==> config.mk <==
export PLATFORM = sky130hd
export DESIGN_NAME = aaie_exec
export DESIGN_NICKNAME = d
export VERILOG_FILES = /design/src/hw/aaie_pkg.sv /design/src/hw/aaie_exec.sv
export VERILOG_INCLUDE_DIRS = /design/src /design/src/hw
export SDC_FILE = /design/constraint.sdc
export NUM_CORES = 1
export LEC_CHECK = 0
export BUFFER_PORTS_ARGS = -buffer_cell sky130_fd_sc_hd__buf_2
export CORE_AREA = 10 10 189 191
export DETAILED_ROUTE_END_ITERATION = 10
export DIE_AREA = 0 0 199 201
export GPL_TIMING_DRIVEN = 0
export HOLD_SLACK_MARGIN = 0.15
export PLACE_DENSITY_LB_ADDON = 0.05
export REMOVE_ABC_BUFFERS = 1
export SETUP_SLACK_MARGIN = 0.5
export SYNTH_ARGS = -nofsm -noshare
export SYNTH_HDL_FRONTEND = slang
export SYNTH_SLANG_ARGS = --single-unit
==> constraint.sdc <==
create_clock -name sys_clk -period 19.9 [get_ports sys_clk]
set_clock_uncertainty 0.15 [all_clocks]
set_input_delay 3.98 -clock sys_clk [delete_from_list [all_inputs] [get_ports sys_clk]]
set_output_delay 3.98 -clock sys_clk [all_outputs]
set_load 0.01 [all_outputs]
==> src/hw/aaie_map.svh <==
`ifndef AAIE_MAP_SVH
`define AAIE_MAP_SVH

// Opcode fields, compared against instruction bits [11:6] or [11:8] or [11:3]
`define AAIE_OPC_ADD_FILE 6'h07
`define AAIE_OPC_AND_FILE 6'h05
`define AAIE_OPC_AND_LIT 4'hE
`define AAIE_OPC_LOAD_DIR 9'h000

// Field positions inside the 12-bit word
`define AAIE_DEST_BIT 5
`define AAIE_ADDR_MSB 4
`define AAIE_LIT_MSB 7

// File addresses with side effects
`define AAIE_TIMER_ADDR 5'h01
`define AAIE_GPIO_ADDR 5'h06
`define AAIE_DIR_PORT 3'h6

// Reset values
`define AAIE_ACC_RST 8'h00
`define AAIE_FILE_RST 8'h00
`define AAIE_DIR_RST 8'hFF
`define AAIE_LATCH_RST 8'h00

`endif

==> src/hw/aaie_pkg.sv <==
package aaie_pkg;

  typedef enum logic [2:0] {
    AAIE_OP_NONE,
    AAIE_OP_ADD_FILE,
    AAIE_OP_AND_FILE,
    AAIE_OP_AND_LIT,
    AAIE_OP_LOAD_DIR
  } aaie_op_t;

  typedef struct packed {
    logic carry;
    logic half_carry;
    logic zero;
  } aaie_flags_t;

  typedef struct packed {
    aaie_op_t op;
    logic dest_file;
    logic [4:0] addr;
    logic [7:0] lit;
  } aaie_dec_t;

endpackage

==> src/hw/aaie_exec.sv <==
`timescale 1ns/1ps
`include "aaie_map.svh"
// Notes on behaviour
// - A read-modify-write of the port register uses the synchronised pin levels.
// - Loading direction latches with operand 6 copies the accumulator into them.
// - A one in a direction latch turns that pin's output driver off.
// - A file op writing back to the timer register clears the prescaler if assigned.
// - The add-to-file op sums accumulator and file and updates carry, half-carry, zero.
// - Destination bit 0 sends the result to the accumulator, 1 back to the file.
// - The AND-with-file op ands accumulator and file and updates only zero.
// - The AND-literal op ands the accumulator with the literal into the accumulator.
// - The low five bits address the file and bit 5 is the destination select.
module aaie_exec
  import aaie_pkg::*;
#(
  parameter int WIDTH = 8,
  parameter int DEPTH = 32
) (
  // Clock and reset
  input wire logic sys_clk,
  input wire logic rst,
  // Instruction stream
  input wire logic instr_valid,
  input wire logic [11:0] instr_word,
  // Timer side
  input wire logic prescaler_on_timer,
  output logic prescaler_clear,
  // Port pins
  input wire logic [WIDTH-1:0] gpio_pin_in,
  output logic [WIDTH-1:0] gpio_pin_out,
  output logic [WIDTH-1:0] gpio_pin_oe,
  // Core state
  output logic [WIDTH-1:0] acc,
  output aaie_flags_t flags,
  output logic exec_done,
  output logic instr_unsupported,
  // File observation port
  input wire logic [4:0] file_rd_addr,
  output logic [WIDTH-1:0] file_rd_data
);

  logic [WIDTH-1:0] acc_reg;
  aaie_flags_t flags_reg;
  logic [WIDTH-1:0] oe_reg;
  logic [WIDTH-1:0] latch_reg;
  logic [WIDTH-1:0] pin_s1_reg, pin_s2_reg, pin_s3_reg, pin_reg;
  logic [WIDTH-1:0] file_mem [DEPTH];
  logic prescaler_clear_reg, exec_done_reg, unsup_reg;
  logic [WIDTH-1:0] file_rd_data_reg;

  aaie_dec_t dec;
  logic [WIDTH-1:0] operand, result;
  logic [8:0] sum9;
  logic [4:0] sum_low;
  logic wr_file, wr_acc;

  // One decoder for the whole word; unknown patterns fall to none
  function automatic aaie_dec_t decode(input logic [11:0] w);
    aaie_dec_t d;
    d.op = AAIE_OP_NONE;
    d.dest_file = w[`AAIE_DEST_BIT];
    d.addr = w[`AAIE_ADDR_MSB:0];
    d.lit = w[`AAIE_LIT_MSB:0];
    if (w[11:6] == `AAIE_OPC_ADD_FILE) begin
      d.op = AAIE_OP_ADD_FILE;
    end else if (w[11:6] == `AAIE_OPC_AND_FILE) begin
      d.op = AAIE_OP_AND_FILE;
    end else if (w[11:8] == `AAIE_OPC_AND_LIT) begin
      d.op = AAIE_OP_AND_LIT;
    end else if (w[11:3] == `AAIE_OPC_LOAD_DIR && w[2:0] != 3'h0) begin
      d.op = AAIE_OP_LOAD_DIR;
    end
    return d;
  endfunction

  assign dec = decode(instr_word);

  // Port reads come from the pins, not the latch, so driven-low inputs write back zero
  assign operand = (dec.addr == `AAIE_GPIO_ADDR) ? pin_reg : file_mem[dec.addr];
  assign sum9 = {1'b0, acc_reg} + {1'b0, operand};
  assign sum_low = {1'b0, acc_reg[3:0]} + {1'b0, operand[3:0]};

  // Result select and destination steering
  always_comb begin
    result = acc_reg;
    wr_file = 1'b0;
    wr_acc = 1'b0;
    if (instr_valid) begin
      unique case (dec.op)
        AAIE_OP_ADD_FILE: begin
          result = sum9[7:0];
          wr_file = dec.dest_file;
          wr_acc = !dec.dest_file;
        end
        AAIE_OP_AND_FILE: begin
          result = acc_reg & operand;
          wr_file = dec.dest_file;
          wr_acc = !dec.dest_file;
        end
        AAIE_OP_AND_LIT: begin
          result = acc_reg & dec.lit;
          wr_acc = 1'b1;
        end
        AAIE_OP_LOAD_DIR, AAIE_OP_NONE: begin
          result = acc_reg;
        end
      endcase
    end
  end

  // Pin synchroniser; a bit moves only once stages two and three agree
  always_ff @(posedge sys_clk or posedge rst) begin
    if (rst) begin
      pin_s1_reg <= '0;
      pin_s2_reg <= '0;
      pin_s3_reg <= '0;
      pin_reg <= '0;
    end else begin
      pin_s1_reg <= gpio_pin_in;
      pin_s2_reg <= pin_s1_reg;
      pin_s3_reg <= pin_s2_reg;
      for (int i = 0; i < WIDTH; i++) begin
        if (pin_s2_reg[i] == pin_s3_reg[i]) begin
          pin_reg[i] <= pin_s3_reg[i];
        end
      end
    end
  end

  // Accumulator, single cycle per op
  always_ff @(posedge sys_clk or posedge rst) begin
    if (rst) begin
      acc_reg <= `AAIE_ACC_RST;
    end else if (wr_acc) begin
      acc_reg <= result;
    end
  end

  // Status flags; the AND ops leave carry and half-carry alone
  always_ff @(posedge sys_clk or posedge rst) begin
    if (rst) begin
      flags_reg <= '0;
    end else if (instr_valid && dec.op == AAIE_OP_ADD_FILE) begin
      flags_reg.carry <= sum9[8];
      flags_reg.half_carry <= sum_low[4];
      flags_reg.zero <= (sum9[7:0] == '0);
    end else if (instr_valid && (dec.op == AAIE_OP_AND_FILE || dec.op == AAIE_OP_AND_LIT)) begin
      flags_reg.zero <= (result == '0);
    end
  end

  // File write-back; the port address lands in the output latch instead
  always_ff @(posedge sys_clk or posedge rst) begin
    if (rst) begin
      latch_reg <= `AAIE_LATCH_RST;
      for (int i = 0; i < DEPTH; i++) begin
        file_mem[i] <= `AAIE_FILE_RST;
      end
    end else if (wr_file) begin
      if (dec.addr == `AAIE_GPIO_ADDR) begin
        latch_reg <= result;
      end else begin
        file_mem[dec.addr] <= result;
      end
    end
  end

  // Direction latches kept as drive enables, so the pin enable leaves a flop directly
  // Reset leaves every pin as input so nothing fights an outside driver
  always_ff @(posedge sys_clk or posedge rst) begin
    if (rst) begin
      oe_reg <= ~`AAIE_DIR_RST;
    end else if (instr_valid && dec.op == AAIE_OP_LOAD_DIR
                 && dec.addr[2:0] == `AAIE_DIR_PORT) begin
      oe_reg <= ~acc_reg;
    end
  end

  // Prescaler clear pulse; only when the result really goes back to the timer
  always_ff @(posedge sys_clk or posedge rst) begin
    if (rst) begin
      prescaler_clear_reg <= 1'b0;
    end else begin
      prescaler_clear_reg <= wr_file && dec.addr == `AAIE_TIMER_ADDR
                             && prescaler_on_timer;
    end
  end

  // Completion and unsupported-word pulses, plus the observation port
  always_ff @(posedge sys_clk or posedge rst) begin
    if (rst) begin
      exec_done_reg <= 1'b0;
      unsup_reg <= 1'b0;
      file_rd_data_reg <= '0;
    end else begin
      exec_done_reg <= instr_valid && dec.op != AAIE_OP_NONE;
      unsup_reg <= instr_valid && dec.op == AAIE_OP_NONE;
      file_rd_data_reg <= (file_rd_addr == `AAIE_GPIO_ADDR) ? pin_reg : file_mem[file_rd_addr];
    end
  end

  assign acc = acc_reg;
  assign flags = flags_reg;
  assign gpio_pin_out = latch_reg;
  assign gpio_pin_oe = oe_reg;
  assign prescaler_clear = prescaler_clear_reg;
  assign exec_done = exec_done_reg;
  assign instr_unsupported = unsup_reg;
  assign file_rd_data = file_rd_data_reg;

  logic is_add, is_andf, is_andl, is_dir6;
  assign is_add = instr_valid && dec.op == AAIE_OP_ADD_FILE;
  assign is_andf = instr_valid && dec.op == AAIE_OP_AND_FILE;
  assign is_andl = instr_valid && dec.op == AAIE_OP_AND_LIT;
  assign is_dir6 = instr_valid && dec.op == AAIE_OP_LOAD_DIR && dec.addr[2:0] == `AAIE_DIR_PORT;

  // Rule-side view of a timer write-back while the prescaler belongs to the timer
  logic presc_hit;
  assign presc_hit = (is_add || is_andf) && dec.dest_file && dec.addr == `AAIE_TIMER_ADDR
                     && prescaler_on_timer;
endmodule

==> flow_summary.ini <==
[outcome]
status = complete, no violations

[die]
start_util_pct = 52.30
die_y_um = 201
die_w_um = 199
rows = 66
die_area_um2 = 40000
pin_count = 67
core-area_um2 = 32040

[synth]
synth_top_area_share_pct = 48.69
synth_top_area_cell = dfrtp_1
yosys_warnings = 0
ys_async_sr_fraction_pct = 100.0
syn_area_um2 = 16760
ys_top_cells_by_count = dfrtp_1 (326), nand2_1 (263), o21ai_0 (229)
synth_cell_types = 67
synth.most_common_cell = dfrtp_1
seq_area_frac_synth_pct = 48.69
synth-edff-count = 0
synth_cells = 1603
synthTopCellsByArea = dfrtp_1 (49%), mux4_2 (8.9%), mux2i_1 (7.8%), o21ai_0 (6.8%), nand2_1 (5.9%)
ys_seq_elements = 326
postSynthAreaPerCell_um2 = 10.45
synth_ff_type = dfrtp_1

[placement]
portBuffers = 66
hpwl_um = 33360
dp_slack_ns = 10.24
placed_area_um2 = 17360
gp_congestion = 0.8933
place_inst = 1953

[critical_path]
slowest_stage = a21o_1
required_ns = 20.11
crit_arrival_ns = 9.32
cpMostUsedCell = nor2_1
crit_path_end_kind = flip-flop
start_kind = input pin
cpPeakStageDelay_ns = 0.93
critPathKind = in2reg
crit_chain = buf_4 > buf_16 > nor2b_1 > nand2_1 > nor2_1 > nor2_1 > ha_1 > and3_1 > a221o_1 > o31a_1 > a31oi_1 > a21o_1 > o21ai_0
crit_fanout = 54

[sta]
finalHoldViolations = 0
rsz0062_at_grt = false
fmax_ghz = 0.1098
finalMaxSlewViolations = 0
slew_headroom_pct = 11.09
finalSetupViolCount = 0
period_needed_ns = 9.111
tightestPinTransition_ns = 1.334
tns_ns = 0
period_share_pct = 45.78
fin_ws_ns = 10.79

[clocking]
hold_buffers = 0
cts_inserted_buffers = 38
cts_sinks = 326
cts-resized-gates = 0
cts_buffer_depth = 3
cts-root-buf = clkbuf_16
htree_levels = 2
clk-insertion-delay-late_ns = 0.54
clk_pin_slew_ns = 0.06
cts_setup_buffers = 0
cts_tree = yes

[detailed_routing]
num_vias = 12510
totalWireLength_um = 49850
drt_pass1_iterations = 5
drc = 0
vias_per_cell = 6.194
drt-initial-drc-count = 992
wire_per_inst_um = 24.69
final_antenna_net_count = 0

[power]
power.total_uw = 1536
combPwrFrac_pct = 8.6
p_sw_share_pct = 25.24
power_density_nw_per_um2 = 82.33
power_leakage_uw = 0.008280
intPower_uw = 1148
p_seq_share_pct = 44.5
p_switching_uw = 387.8
irDropWorstVdd_uv = 75.17
p_clk_share_pct = 46.9

[final_layout]
multi_input_comb_area_um2 = 7934
stdcell_area_um2 = 18660
largest-register = file_mem
n_fill_cell = 2765
stdcell_count = 2019
largest_reg_flops = 256
drive_gt1_share_pct = 16.57
antenna_cells = 0
fin_nets = 1623
area_growth_pct = 11.35
ff_latch_area_um2 = 8158

[global_route]
grt_usage_pct = 25.16
antenna_found_initial = 0
grt_pass1_wl_um = 77340
grt_pass1_vias = 12200
grt-ovfl-total = 0
grt_max_degree = 118

[run]
drv_cap = 0

[worst_hold_path]
min_path_type = reg2reg
-- worst paths after layout --
| check | from | end | slack [ns] | cells after the start |
|---|---|---|---|---|
| min in group asynchronous | rst | gpio_pin_out[2] | 3.25 | 2 |
| max in group asynchronous | rst | acc[2] | 14.65 | 5 |
| hold reg to reg | pin_s1_reg[0] | pin_s2_reg[0] | 0.20 | 0 |
| setup / recovery | instr_word[1] | file_mem[117] | 10.79 | 13 |
| hold / removal | pin_s1_reg[0] | pin_s2_reg[0] | 0.20 | 0 |
| setup reg to reg | file_mem[227] | file_mem[117] | 14.75 | 12 |
-- worst max-delay path: cells and delay by family --
| family | cells | cell delay, ns |
|---|---|---|
| AND/OR/NAND/NOR | 5 | 1.96 |
| buffers and inverters | 2 | 0.85 |
| AO/OA/AOI/OAI | 5 | 2.08 |
| adder cells (fa/ha/maj) | 1 | 0.35 |
-- per-layer routing --
metal,routed length (um),track usage [%]
met4,1429,7.604
met2,22180,36.82
met3,4057,4.661
met5,0,0
met1,22190,37.05
-- stage by stage --
step / hold WS, ns / utilization (%)
floorplan: 0.1812 / -
global placement: 0.1842 / 52.96
detailed placement: 0.1847 / 54.17
CTS: 0.2001 / 58.23
global route: 0.2041 / 58.23
finish: 0.2003 / 58.23
-- cell families after synthesis --
| kind of cell | after synthesis | share of synthesized area [%] |
|---|---|---|
| AND/OR/NAND/NOR | 447 | 11.29 |
| AO/OA/AOI/OAI | 396 | 13.53 |
| flip-flops | 326 | 48.69 |
| multiplexers | 248 | 20.66 |
| buffers and inverters | 165 | 4.428 |
| adder cells (fa/ha/maj) | 17 | 1.195 |
| XOR/XNOR | 4 | 0.2091 |
-- power by group through the flow --
stage | Sequential, uW | Combinational, uW | Clock (uW)
after CTS | 683 | 131 | 734
after global placement | 695 | 125 | 0
after global routing | 684 | 142 | 762
after detailed placement | 695 | 131 | 0
final | 683 | 132 | 721
after floorplan | 693 | 62.7 | 0
-- placed cells by master, fill, tap and decap left out, drive strengths merged, types with 3 or more instances in the layout --
cell      n
a21o      6
ha        8
clkinv   12
bufinv    4
a21oi    64
nor2b    10
a211oi   11
nor4      4
o21ai   231
maj3      8
nor3     13
mux2i   131
nor2     93
and2      5
nand2   263
dfrtp   326
a221oi    4
mux4     72
nand3    23
buf      77
clkbuf   49
o22ai    27
nand4     6
inv      31
mux2     45
nand2b   12
and3      7
a22oi     9
o221ai   16
a32oi     3
-- area by class of cell --
class,count,area share (%)
flip-flops and latches,326,43.72
multi-input cells,1112,42.52
clock buffers,49,5.754
repair buffers,77,3.413
well taps,408,2.736
clock inverters,17,1.207
inverters,30,0.6438
Note: power is estimated with default switching activity, not from simulation.
